[config.mk]
export PLATFORM = sky130hd
export DESIGN_NAME = adc_module_end_flat
export DESIGN_NICKNAME = d
export VERILOG_FILES = /design/src/core/seq_pkg.sv /design/src/core/seq_link_if.sv /design/src/core/adc_module_end.sv /design/src/core/ds_modulator.sv /design/src/flat_wrapper.sv
export VERILOG_INCLUDE_DIRS = /design/src /design/src/core
export SDC_FILE = /design/constraint.sdc
export NUM_CORES = 1
export LEC_CHECK = 0
export ABC_AREA = 1
export ABC_CLOCK_PERIOD_IN_PS = 4480
export BUFFER_PORTS_ARGS = -buffer_cell sky130_fd_sc_hd__buf_2
export CORE_MARGIN = 2
export CORE_UTILIZATION = 43
export CTS_CLUSTER_SIZE = 30
export DETAILED_ROUTE_END_ITERATION = 6
export SYNTH_ARGS = -nofsm -noshare
export SYNTH_HDL_FRONTEND = slang
export SYNTH_SLANG_ARGS = --single-unit
[constraint.sdc]
create_clock -name clk -period 4.48 [get_ports clk]
set_input_delay 0.448 -clock clk [delete_from_list [all_inputs] [get_ports clk]]
set_output_delay 0.448 -clock clk [all_outputs]
set_load 0.005 [all_outputs]
[src/core/seq_defs.svh]
/*
  timing counts, rate divisors and widths for the sample sequencer ends.
  assumes a 50 MHz system clock shared by both ends.
*/
`ifndef SEQ_DEFS_SVH
`define SEQ_DEFS_SVH

`define CLK_HZ 50000000
`define OSC_MIN_HZ 12000000
// floor keeps the oversample tick at or above the minimum rate
`define OSC_DIV (`CLK_HZ / `OSC_MIN_HZ)
`define OSC_HZ (`CLK_HZ / `OSC_DIV)

`define DIV_HI 9'h040
`define DIV_MID 9'h080
`define DIV_LO 9'h100
`define RATE_HI_HZ (`OSC_HZ / 64)
`define RATE_MID_HZ (`OSC_HZ / 128)
`define RATE_LO_HZ (`OSC_HZ / 256)

`define LAT_PERIODS 2'h3
`define RELOAD_SLOTS 2'h2

`define MUX_FAST_AGG_HZ 250000
`define MUX_FAST_CYC (`CLK_HZ / `MUX_FAST_AGG_HZ)
`define MUX_SLOW_AGG_HZ 500
`define MUX_SLOW_CYC (`CLK_HZ / `MUX_SLOW_AGG_HZ)

`define NCH 4
`define DW 16
`define AW 12
`define RATE_W 18
`define MOD_REF 14'sh0800

`endif

[src/core/seq_pkg.sv]
/*
  types and shared decode functions for the sample sequencer.
  assumes seq_defs.svh is on the include path.
*/
`include "seq_defs.svh"
`default_nettype none

package seq_pkg;
  typedef enum logic [1:0] {RATE_HI, RATE_MID, RATE_LO} rate_e;
  typedef logic signed [`AW-1:0] ain_t;
  typedef logic [`DW-1:0] data_t;

  function automatic logic [8:0] rate_div(input rate_e r);
    case (r)
      RATE_HI: rate_div = `DIV_HI;
      RATE_MID: rate_div = `DIV_MID;
      default: rate_div = `DIV_LO;
    endcase
  endfunction

  // unsupported requests go to the next higher rate; above the top, top
  function automatic rate_e round_rate(input logic [`RATE_W-1:0] hz);
    if (32'(hz) <= `RATE_LO_HZ) round_rate = RATE_LO;
    else if (32'(hz) <= `RATE_MID_HZ) round_rate = RATE_MID;
    else round_rate = RATE_HI;
  endfunction

  // lowest selected channel at or above from: {found, index}
  function automatic logic [2:0] first_at(input logic [3:0] m,
                                          input logic [2:0] from);
    first_at = 3'h0;
    for (int i = 3; i >= 0; i--) begin
      if (3'(i) >= from && m[i]) first_at = {1'b1, 2'(i)};
    end
  endfunction
endpackage

`default_nettype wire

[src/core/seq_link_if.sv]
/*
  request/sample link between chassis logic and the converter module.
  assumes both ends run on the same clock.
*/
`include "seq_defs.svh"
`default_nettype none

interface seq_link_if;
  logic start;
  logic req;
  logic [3:0] chans;
  logic [`RATE_W-1:0] rate_req;
  logic mux_mode;
  logic fast;
  logic smp_stb;
  seq_pkg::data_t smp_data;
  logic [1:0] smp_chan;
  logic smp_ok;
  logic smp_last;

  modport dev (input start, req, chans, rate_req, mux_mode, fast,
               output smp_stb, smp_data, smp_chan, smp_ok, smp_last);
  modport host (output start, req, chans, rate_req, mux_mode, fast,
                input smp_stb, smp_data, smp_chan, smp_ok, smp_last);
endinterface

`default_nettype wire

[src/core/adc_module_end.sv]
/*
  converter module end: oversampled and multiplexed acquisition.
  assumes the chassis end holds req until it sees smp_last.
*/
// Operation
// - oversample tick at 12 MHz or faster
// - bitstream feeds decimator and 1-bit feedback
// - start event resets oversample timing
// - no data before first-data latency
// - discrete rates from integer oversample divisors
// - unsupported rate rounds up, not rejected
// - read waits for full sample period
// - one module exports tick, others import
// - export choice fixed at build time
// - channels share one converter, one by one
// - per-channel rate is aggregate over selection
// - fixed delay between successive channel samples
// - fast pipeline primes over two conversions
// - channels sampled in ascending number order
// - new leading pair reloads pipeline, two slots
// - low-level reader discards first two samples
// - slow module has no conversion pipeline
`include "seq_defs.svh"
`default_nettype none

module adc_module_end
  import seq_pkg::*;
#(
  parameter bit osc_export = 1'b1,
  parameter int slow_conv_cyc = `MUX_SLOW_CYC
) (
  // clock and reset
  input wire logic clk,
  input wire logic reset,
  // link to chassis logic
  seq_link_if.dev link,
  // shared oversample tick
  input wire logic osc_in,
  output logic osc_out,
  // analog front end, already digitised
  input wire seq_pkg::ain_t ain [`NCH]
);
  import seq_pkg::*;

  typedef enum {M_IDLE, M_RELOAD, M_SWEEP} mux_e;

  logic [1:0] osc_cnt_reg, osc_cnt_next;
  rate_e rate_reg, rate_next;
  logic [8:0] tick_cnt_reg, tick_cnt_next;
  logic [1:0] lat_reg, lat_next;
  logic started_reg, started_next;
  mux_e mst_reg, mst_next;
  logic [16:0] slot_reg, slot_next;
  logic [3:0] mask_reg, mask_next;
  logic [1:0] cur_reg, cur_next;
  logic [1:0] rel_reg, rel_next;
  logic [3:0] held_reg, held_next;
  logic held_ok_reg, held_ok_next;
  ain_t samp_reg, samp_next;
  logic stb_reg, stb_next;
  data_t data_reg, data_next;
  logic [1:0] chan_reg, chan_next;
  logic ok_reg, ok_next;
  logic last_reg, last_next;
  logic osc_tick, period_end, slot_end, res_stb;
  logic [8:0] result;
  logic [16:0] slot_lim;
  logic [2:0] f0, f1, fn;
  logic [3:0] pair;

  // local divider drives the tick only when this module is the source
  assign osc_tick = osc_export ? (osc_cnt_reg == 2'h0) : osc_in;
  assign osc_out = osc_export ? (osc_cnt_reg == 2'h0) : 1'b0;
  assign period_end = osc_tick && started_reg
                      && tick_cnt_reg == rate_div(rate_reg) - 9'h001;
  assign slot_lim = link.fast ? 17'(`MUX_FAST_CYC - 1)
                              : 17'(slow_conv_cyc - 1);
  assign slot_end = slot_reg == slot_lim;
  assign f0 = first_at(link.chans, 3'h0);
  assign f1 = first_at(link.chans, {1'b0, f0[1:0]} + 3'h1);
  assign pair = {f1[1:0], f0[1:0]};
  assign fn = first_at(mask_reg, {1'b0, cur_reg} + 3'h1);

  ds_modulator u_mod (
    .clk(clk),
    .reset(reset),
    .clr(link.start),
    .en(osc_tick && started_reg),
    .dump(period_end),
    .vin(ain[0]),
    .result(result),
    .res_stb(res_stb)
  );

  always_comb begin
    osc_cnt_next = osc_cnt_reg;
    rate_next = rate_reg;
    tick_cnt_next = tick_cnt_reg;
    lat_next = lat_reg;
    started_next = started_reg;
    if (osc_cnt_reg == 2'(`OSC_DIV - 1)) osc_cnt_next = 2'h0;
    else osc_cnt_next = osc_cnt_reg + 2'h1;
    if (link.start) begin
      osc_cnt_next = 2'h0;
      tick_cnt_next = 9'h000;
      lat_next = 2'h0;
      started_next = 1'b1;
      rate_next = round_rate(link.rate_req);
    end else if (osc_tick && started_reg) begin
      if (period_end) begin
        tick_cnt_next = 9'h000;
      end else begin
        tick_cnt_next = tick_cnt_reg + 9'h001;
      end
    end
    // count a period once its word exists, so each word is judged
    // by the periods finished before it
    if (!link.start && res_stb && lat_reg != `LAT_PERIODS) begin
      lat_next = lat_reg + 2'h1;
    end
  end

  always_comb begin
    mst_next = mst_reg;
    slot_next = slot_reg;
    mask_next = mask_reg;
    cur_next = cur_reg;
    rel_next = rel_reg;
    held_next = held_reg;
    held_ok_next = held_ok_reg;
    samp_next = samp_reg;
    stb_next = 1'b0;
    data_next = data_reg;
    chan_next = chan_reg;
    ok_next = ok_reg;
    last_next = 1'b0;
    // oversampled read answers only at a period boundary
    if (!link.mux_mode && link.req && !last_reg && res_stb) begin
      stb_next = 1'b1;
      data_next = data_t'(result);
      chan_next = 2'h0;
      ok_next = lat_reg == `LAT_PERIODS;
      last_next = 1'b1;
    end
    case (mst_reg)
      M_IDLE: begin
        slot_next = 17'h00000;
        if (link.mux_mode && link.req && !last_reg) begin
          mask_next = link.chans;
          cur_next = f0[1:0];
          rel_next = 2'h0;
          if (!f0[2]) begin
            // empty selection answers at once, flagged invalid
            stb_next = 1'b1;
            ok_next = 1'b0;
            last_next = 1'b1;
          end else if (link.fast && !(held_ok_reg && held_reg == pair))
          begin
            mst_next = M_RELOAD;
            held_next = pair;
            held_ok_next = 1'b1;
          end else begin
            mst_next = M_SWEEP;
          end
        end
      end
      M_RELOAD: begin
        slot_next = slot_end ? 17'h00000 : slot_reg + 17'h00001;
        if (slot_end) begin
          stb_next = 1'b1;
          chan_next = rel_reg;
          ok_next = 1'b0;
          rel_next = rel_reg + 2'h1;
          if (rel_reg == `RELOAD_SLOTS - 2'h1) mst_next = M_SWEEP;
        end
      end
      M_SWEEP: begin
        if (slot_reg == 17'h00000) samp_next = ain[cur_reg];
        slot_next = slot_end ? 17'h00000 : slot_reg + 17'h00001;
        if (slot_end) begin
          stb_next = 1'b1;
          data_next = data_t'(samp_reg);
          chan_next = cur_reg;
          ok_next = 1'b1;
          if (fn[2]) begin
            cur_next = fn[1:0];
          end else begin
            last_next = 1'b1;
            mst_next = M_IDLE;
          end
        end
      end
      default: mst_next = M_IDLE;
    endcase
    if (link.start) begin
      // start clears pipeline ownership so the next fast read re-primes
      held_ok_next = 1'b0;
    end
  end

  always_ff @(posedge clk or posedge reset) begin
    if (reset) begin
      osc_cnt_reg <= 2'h0;
      rate_reg <= RATE_LO;
      tick_cnt_reg <= 9'h000;
      lat_reg <= 2'h0;
      started_reg <= 1'b0;
    end else begin
      osc_cnt_reg <= osc_cnt_next;
      rate_reg <= rate_next;
      tick_cnt_reg <= tick_cnt_next;
      lat_reg <= lat_next;
      started_reg <= started_next;
    end
  end

  always_ff @(posedge clk or posedge reset) begin
    if (reset) begin
      mst_reg <= M_IDLE;
      slot_reg <= 17'h00000;
      mask_reg <= 4'h0;
      cur_reg <= 2'h0;
      rel_reg <= 2'h0;
      held_reg <= 4'h0;
      held_ok_reg <= 1'b0;
      samp_reg <= 12'sh000;
      stb_reg <= 1'b0;
      data_reg <= 16'h0000;
      chan_reg <= 2'h0;
      ok_reg <= 1'b0;
      last_reg <= 1'b0;
    end else begin
      mst_reg <= mst_next;
      slot_reg <= slot_next;
      mask_reg <= mask_next;
      cur_reg <= cur_next;
      rel_reg <= rel_next;
      held_reg <= held_next;
      held_ok_reg <= held_ok_next;
      samp_reg <= samp_next;
      stb_reg <= stb_next;
      data_reg <= data_next;
      chan_reg <= chan_next;
      ok_reg <= ok_next;
      last_reg <= last_next;
    end
  end

  assign link.smp_stb = stb_reg;
  assign link.smp_data = data_reg;
  assign link.smp_chan = chan_reg;
  assign link.smp_ok = ok_reg;
  assign link.smp_last = last_reg;
endmodule // adc_module_end

`default_nettype wire

[src/core/ds_modulator.sv]
/*
  first-order modulator with ones-counting decimator.
  assumes en is the oversample tick and dump ends a sample period.
*/
`default_nettype none

module ds_modulator
  import seq_pkg::*;
(
  // clock and reset
  input wire logic clk,
  input wire logic reset,
  // control
  input wire logic clr,
  input wire logic en,
  input wire logic dump,
  input wire seq_pkg::ain_t vin,
  // result
  output logic [8:0] result,
  output logic res_stb
);
  import seq_pkg::*;

  logic signed [13:0] integ_reg, integ_next;
  logic [8:0] ones_reg, ones_next;
  logic [8:0] result_reg, result_next;
  logic stb_reg, stb_next;
  logic bit_now;

  assign bit_now = ~integ_reg[13];

  always_comb begin
    integ_next = integ_reg;
    ones_next = ones_reg;
    result_next = result_reg;
    stb_next = 1'b0;
    if (clr) begin
      integ_next = 14'sh0000;
      ones_next = 9'h000;
    end else if (en) begin
      // 1-bit feedback pulls the running difference back toward zero
      integ_next = integ_reg + 14'(vin)
                   - (bit_now ? `MOD_REF : -`MOD_REF);
      if (dump) begin
        result_next = ones_reg + 9'(bit_now);
        ones_next = 9'h000;
        stb_next = 1'b1;
      end else begin
        ones_next = ones_reg + 9'(bit_now);
      end
    end
  end

  always_ff @(posedge clk or posedge reset) begin
    if (reset) begin
      integ_reg <= 14'sh0000;
      ones_reg <= 9'h000;
      result_reg <= 9'h000;
      stb_reg <= 1'b0;
    end else begin
      integ_reg <= integ_next;
      ones_reg <= ones_next;
      result_reg <= result_next;
      stb_reg <= stb_next;
    end
  end

  assign result = result_reg;
  assign res_stb = stb_reg;
endmodule // ds_modulator

`default_nettype wire

[src/flat_wrapper.sv]
// flat-port wrapper written by rule: the top's interface ports become plain ports
module adc_module_end_flat import seq_pkg::*;
#(
  parameter bit osc_export = 1'b1,
  parameter int slow_conv_cyc = `MUX_SLOW_CYC
)
  (clk, reset, osc_in, osc_out, ain, link_start, link_req, link_chans, link_rate_req, link_mux_mode, link_fast, link_smp_stb, link_smp_data, link_smp_chan, link_smp_ok, link_smp_last);
  seq_link_if link_i ();
  input wire logic clk;
  input wire logic reset;
  input wire logic osc_in;
  output logic osc_out;
  input wire seq_pkg::ain_t ain[`NCH];
  input wire logic [$bits(link_i.start)-1:0] link_start;
  input wire logic [$bits(link_i.req)-1:0] link_req;
  input wire logic [$bits(link_i.chans)-1:0] link_chans;
  input wire logic [$bits(link_i.rate_req)-1:0] link_rate_req;
  input wire logic [$bits(link_i.mux_mode)-1:0] link_mux_mode;
  input wire logic [$bits(link_i.fast)-1:0] link_fast;
  output wire logic [$bits(link_i.smp_stb)-1:0] link_smp_stb;
  output wire logic [$bits(link_i.smp_data)-1:0] link_smp_data;
  output wire logic [$bits(link_i.smp_chan)-1:0] link_smp_chan;
  output wire logic [$bits(link_i.smp_ok)-1:0] link_smp_ok;
  output wire logic [$bits(link_i.smp_last)-1:0] link_smp_last;
  assign link_i.start = link_start;
  assign link_i.req = link_req;
  assign link_i.chans = link_chans;
  assign link_i.rate_req = link_rate_req;
  assign link_i.mux_mode = link_mux_mode;
  assign link_i.fast = link_fast;
  assign link_smp_stb = link_i.smp_stb;
  assign link_smp_data = link_i.smp_data;
  assign link_smp_chan = link_i.smp_chan;
  assign link_smp_ok = link_i.smp_ok;
  assign link_smp_last = link_i.smp_last;
  adc_module_end #(.osc_export(osc_export), .slow_conv_cyc(slow_conv_cyc)) u_core (.clk(clk), .reset(reset), .link(link_i), .osc_in(osc_in), .osc_out(osc_out), .ain(ain));
endmodule
---- After elaboration in Yosys (flattened, before gate mapping) ----
Cells that the tools add are included.
cells by class
  $add $sub $neg .......................... 11
  $mul .................................... 0
  divide/modulo/power cells ............... 0
  order comparisons ....................... 11
  equality and inequality tests ........... 17
  shift operators ......................... 0
  muxes and demuxes ....................... 78
  bitwise logic cells ..................... 3
  reduce and logical (&&, ||, !) cells .... 45
operators with widths
  operator                                                           number
  two-way mux 32 bit                                                 6
  one-hot mux 32 bit (3 select lines)                                1
  two-way mux 9 bit                                                  6
  two-way mux 16 bit                                                 3
  two-way mux 14 bit                                                 3
  two-way mux 2 bit                                                  18
  two-way mux 17 bit                                                 2
  one-hot mux 17 bit (2 select lines)                                1
  equality test 32 x 1 -> 1 bit (second input constant)              1
  equality test 32 x 2 -> 1 bit (second input constant)              1
  zero test 32 bit                                                   1
  binary-select mux 12 bit (select 2 bit)                            1
  two-way mux 12 bit                                                 2
  two-way mux 3 bit                                                  8
  two-way mux 1 bit                                                  20
  logical AND 1 bit                                                  19
  less-or-equal comparator 18 x 16 -> 1 bit (second input constant)  1
  less-or-equal comparator 18 x 17 -> 1 bit (second input constant)  1
  one-hot mux 9 bit (2 select lines)                                 1
  nonzero test 2 bit                                                 9
  adder 17 x 1 -> 17 bit (second input constant)                     1
  equality test 17 bit                                               1
  zero test 17 bit                                                   1
  adder 14 x 12 -> 14 bit                                            1
  27 further kinds                                                   56
word-level totals
  bits in registers ....................... 144
  latch bits .............................. 0
  memory bits (writable) .................. 0
  memory bits (read-only) ................. 0
  bits of input ports ..................... 77
  output and inout bits ................... 22
  logic and storage cells ................. 187
  memories kept ........................... 0

---- Logic depth before layout (Yosys ltp) ----
  depth after elaboration ................. 20
  mapped depth ............................ 13

---- By module ----
From an unflattened synthesis, not the netlist that was laid out.
second synthesis, totals
  cells, all modules ...................... 1029
  area, all modules ....................... 7428.4 um^2
modules (own cells, without submodules)
  module          times used  cells an instance  area each (um^2)  seq. area each (um^2)
  adc_module_end  1           674                4947.2            2003.2
  ds_modulator    1           355                2481.1            825.8

---- Least setup slack after synthesis ----
Ideal clock, no wire load.
  kind .................................... input port to flip-flop
  start ................................... input ain[47] (netlist name)
  end ..................................... register u_core.u_mod.integ_reg[13]
  library setup time ...................... 0.083 ns
  arrival time ............................ 1.947 ns
  required time ........................... 4.397 ns
  setup slack ............................. 2.451 ns
  stages on the path ...................... 11
  path buffers ............................ 0
  path through ............................ inv_1 fa_1 inv_1 ha_1 a21oi_1 nand2_1 a21oi_1 nand2_1 nand2_1 nand2_1 o21ai_0
on the way
  word-level cells in the longest chain between the ends .. 4
RTL lines
  element                  RTL line            source
  start, declared          flat_wrapper.sv:13  input wire seq_pkg::ain_t ain[`NCH];
  adder 14 x 12 -> 14 bit  ds_modulator.sv:42  integ_next = integ_reg + 14'(vin)
  subtractor 14 bit        ds_modulator.sv:42
  two-way mux 14 bit       ds_modulator.sv:40  end else if (en) begin
  two-way mux 14 bit       ds_modulator.sv:37  if (clr) begin
  end signal, assigned     ds_modulator.sv:61  integ_reg <= integ_next;
  end, declared            ds_modulator.sv:24  logic signed [13:0] integ_reg, integ_next;
No other way between the ends. The select of a mux whose other input is x is not followed.
A chain may end at the register's enable or synchronous reset.

---- Worst setup path after layout ----
  start ................................... register u_core.cur_reg[0]
  end ..................................... register u_core.mst_reg[0]
on the way
  word-level cells in the longest chain between the ends .. 9
  elaborated cells on any way between the ends .. 15
  those cells by class .................... add/sub (1); order compare (4); eq/ne (1); mux (4); reduce/logical (5)
RTL lines
  element                                     RTL line               source
  start, declared                             adc_module_end.sv:55   logic [1:0] cur_reg, cur_next;
  start signal, assigned                      adc_module_end.sv:236  cur_reg <= cur_next;
  adder 2 x 1 -> 3 bit (*)                    adc_module_end.sv:82   assign fn = first_at(mask_reg, {1'b0, cur_reg} + 3'h1);
  greater-or-equal comparator 2 x 3 -> 1 bit  seq_pkg.sv:33          if (3'(i) >= from && m[i]) first_at = {1'b1, 2'(i)};
  logical AND 1 bit                           seq_pkg.sv:33
  two-way mux 3 bit (3 in a row)              seq_pkg.sv:33
  two-way mux 3 bit (*)                       seq_pkg.sv:33
  inequality test 2 bit (no source line) (*)  --
  AND reduction 6 bit (no source line) (*)    --
  end signal, assigned                        adc_module_end.sv:233  mst_reg <= mst_next;
  end, declared                               adc_module_end.sv:52   mux_e mst_reg, mst_next;
Every way passes the cells marked *; elsewhere a longest branch is shown, timed or not.

==> results.txt <==
Slew headroom -> 0.401
Overall die height -> 131 microns
Post-synth top area cell -> dfrtp_1
FF-to-FF End -> u_core.mst_reg[0]
Buf/Inv on CP -> 3
RSZ-0062 raised after global routing -> false
Std cell rows -> 46
Hold Path Class -> input port to async pin
R2r startpoint -> u_core.cur_reg[0]
Comb power frac -> 0.386
Area post-placement -> 7660 sq um
Setup violators final -> 0
Period utilization -> 0.533
Post-Synth Adder-Cell Area -> 0.0748
Placer Congestion -> 0.893
Post-synth EDFFs -> 0
CP Launch Type -> flip-flop
Layout cells sized above 1 -> 0.171
Worst R2R Setup Slack -> 2.09 ns
Largest net degree at the start of global routing -> 55
Cells on worst reg2reg path -> 10
Dpl hpwl -> 13200 microns
CP Capture Type -> flip-flop
Internal Pwr Total -> 2.67 mW
Core area -> 15800 sq um
Psw -> 1.65 mW
Critical Path AT -> 2.69 ns
Setup tns final -> 0 ns
Result of the run -> completed
Worst path max stage delay -> 0.83 ns
Post-synthesis mux area share -> 0.0194
Worst Path Max Fanout -> 26
Hold Vio Cnt, Final -> 0
Root buf cell -> clkbuf_16
CTS sink cnt -> 113
Post-CTS Resized -> 0
Longest Clk Path Bufs -> 2
#FFs+latches synth -> 113
Pwr per Cell Area -> 524 nW/um^2
Crit path max-delay family -> flip-flops
Iteration-0 DRC Markers -> 367
Sw frac -> 0.381
Cells after synthesis -> 896
IO Pins -> 99
Crit Path Class -> flip-flop to flip-flop
Largest family of logic cells by synthesized area -> simple AND/OR/NAND/NOR gates
Yosys top cell area share -> 0.403
Cell area after synthesis -> 6960 sq um
Critical path's slowest cell -> dfrtp_1
Drt wl/cell -> 14.2 microns
Post-DRT Antenna Nets -> 0
Hold Buf Count CTS -> 0
Top cells by area, synth -> dfrtp_1 (40%), nand2_1 (9.4%), ha_1 (7.2%), inv_1 (6.8%), nor2_1 (5.5%)
Synth Area in Simple Gates -> 0.246
GRT Total Usage -> 0.215
Post-route cell area -> 8240 sq um
Worst path cell trace -> inv_1 -> buf_4 -> o21ai_2 -> nand3_1 -> a21oi_1 -> nand2_2 -> nor2_4 -> inv_2 -> nand2_1 -> nand2_1
Clock power frac -> 0.302
Util after Layout -> 0.521
Library cells used by synthesis -> 47
Max-Cap Viols -> 0
Setup Skew -> 0.00856 ns
First-pass GRT wire length -> 29800 microns
Post-Route WL -> 17400 microns
Layout Area Growth over Synthesis -> 18.4%
Slew Viols, Final -> 0
Worst skew pair latency -> 0.42 ns
Leak pwr -> 4.23 nW
Largest register FFs -> 17
Required @ worst endpoint -> 4.79 ns
Nets -> 1116
YS warnings -> 0
CTS tree -> built
CP most frequent cell -> nand2_1
Mapped Nets -> 1014
Final total power -> 4.32 mW
1st-pass router iterations -> 6
VDD IR max -> 0.279 mV
Die ar. -> 17200 sq um
Num CTS Buffers -> 17
DRC -> 0
Vias in the first global route -> 6144
Worst Tran Pin Value -> 0.896 ns
Gr ovfl total -> 0
Commonest register cell after synthesis -> dfrtp_1
IO buf count -> 97
Initial Util -> 0.440
Complex-gate fraction of the synthesized area -> 0.134
Share of power burned in registers -> 0.312
Fin crit period -> 2.39 ns
Synth async-reset ratio -> 1.00
Die extent in x -> 131 microns
Post-CTS setup buffers -> 0
Fmax -> 0.419 GHz
Area share of xor/xnor cells in the synthesized design -> 0.0327
Vias per inst -> 5.03
Clk slew on worst S/H paths -> 0.06 ns
H-tree levels -> 4
Mapped Avg Cell Area -> 7.77 sq um
Initial antenna violation count -> 1
Via count -> 6181
Register area share after synthesis -> 0.406
synth_stat cells, drive strengths merged, types with 3 or more instances:
cell type,number
o211ai,3
o22ai,14
clkinv,3
ha,40
o21ai,77
xor2,20
buf,8
inv,131
nor2,106
nand4,14
a21o,4
o31ai,11
nand2,180
nor4,4
dfrtp,112
nor3,12
nand3,71
a21oi,33
clkbuf,11
xnor2,6
mux2,10
o221ai,11
cell usage in the layout (no fill, tap or decap), drive strengths merged:
cell      Yosys  layout
dfstp         1       1
xor2         20      20
o211ai        3       3
buf           8     102
clkbuf       11      21
nand4        14      14
dfrtp       112     112
clkinv        3       9
nand3        71      71
nor3         12      12
a31oi         2       2
a211oi        1       1
or2           2       2
a21o          4       4
nor4          4       4
bufinv        0       2
o22ai        14      14
xnor2         6       6
nand2       180     180
and3          2       2
nand3b        2       2
ha           40      40
clkinvlp      0       3
o221ai       11      11
diode         0       1
a22o          1       1
inv         131     131
a21oi        33      33
mux2         10      10
o21ai        77      77
a31o          2       2
fa            1       1
o21bai        1       1
nor2        106     106
o31ai        11      11
power groups by stage:
stage | clock network [mW] | registers (mW) | logic [mW]
finish | 1.31 | 1.35 | 1.67
global route | 1.38 | 1.37 | 1.94
CTS | 1.33 | 1.35 | 1.67
detailed placement | 0 | 1.36 | 1.66
global placement | 0 | 1.36 | 1.64
floorplan | 0 | 1.29 | 1.30
through the flow:
stage	instances	worst slack, ns	hold slack [ns]
floorplan	896	1.05	0.428
global placement	1195	2.05	0.446
detailed placement	1195	2.04	0.447
CTS	1227	2.11	0.0435
global route	1228	1.84	0.0683
finish	1228	2.09	0.0357
per-layer routing:
layer  GRT usage  share of wire  vias to the layer above
li1            -              -                     3165
met1       0.303           0.49                     2836
met2       0.331           0.45                      155
met3      0.0386          0.046                       25
met4      0.0803          0.020                        0
met5           0              0                        -
logic make-up after synthesis:
| logic type | Yosys count |
|---|---|
| flip-flops | 113 |
| XOR/XNOR | 26 |
| multiplexers | 10 |
| adder cells (fa/ha/maj) | 41 |
| AND/OR/NAND/NOR | 393 |
| AO/OA/AOI/OAI | 160 |
| buffers and inverters | 153 |
how the worst max path moves through the flow:
| stage | startpoint | end | slack (ns) | cells after the start |
|---|---|---|---|---|
| after floorplan | reset | u_core.cur_reg[0] | 1.05 | 1 |
| after global placement | link_mux_mode | u_core.link.smp_data[9] | 2.05 | 6 |
| after detailed placement | link_mux_mode | u_core.link.smp_data[1] | 2.04 | 6 |
| after CTS | u_core.cur_reg[0] | u_core.mst_reg[0] | 2.11 | 10 |
| after global routing | u_core.cur_reg[0] | u_core.mst_reg[0] | 1.84 | 10 |
| final | u_core.cur_reg[0] | u_core.mst_reg[0] | 2.09 | 10 |
final cells by class:
cell class | instances | area (sq um)
Clock buffer | 21 | 460
Timing Repair Buffer | 102 | 523
Tap cell | 216 | 270
Antenna cell | 1 | 2.50
Fill cell | 1565 | 7590
Sequential cell | 113 | 2830
Inverter | 134 | 507
Multi-Input combinational cell | 630 | 3530
Clock inverter | 11 | 113
No activity file was read; power rests on OpenSTA's default activity.
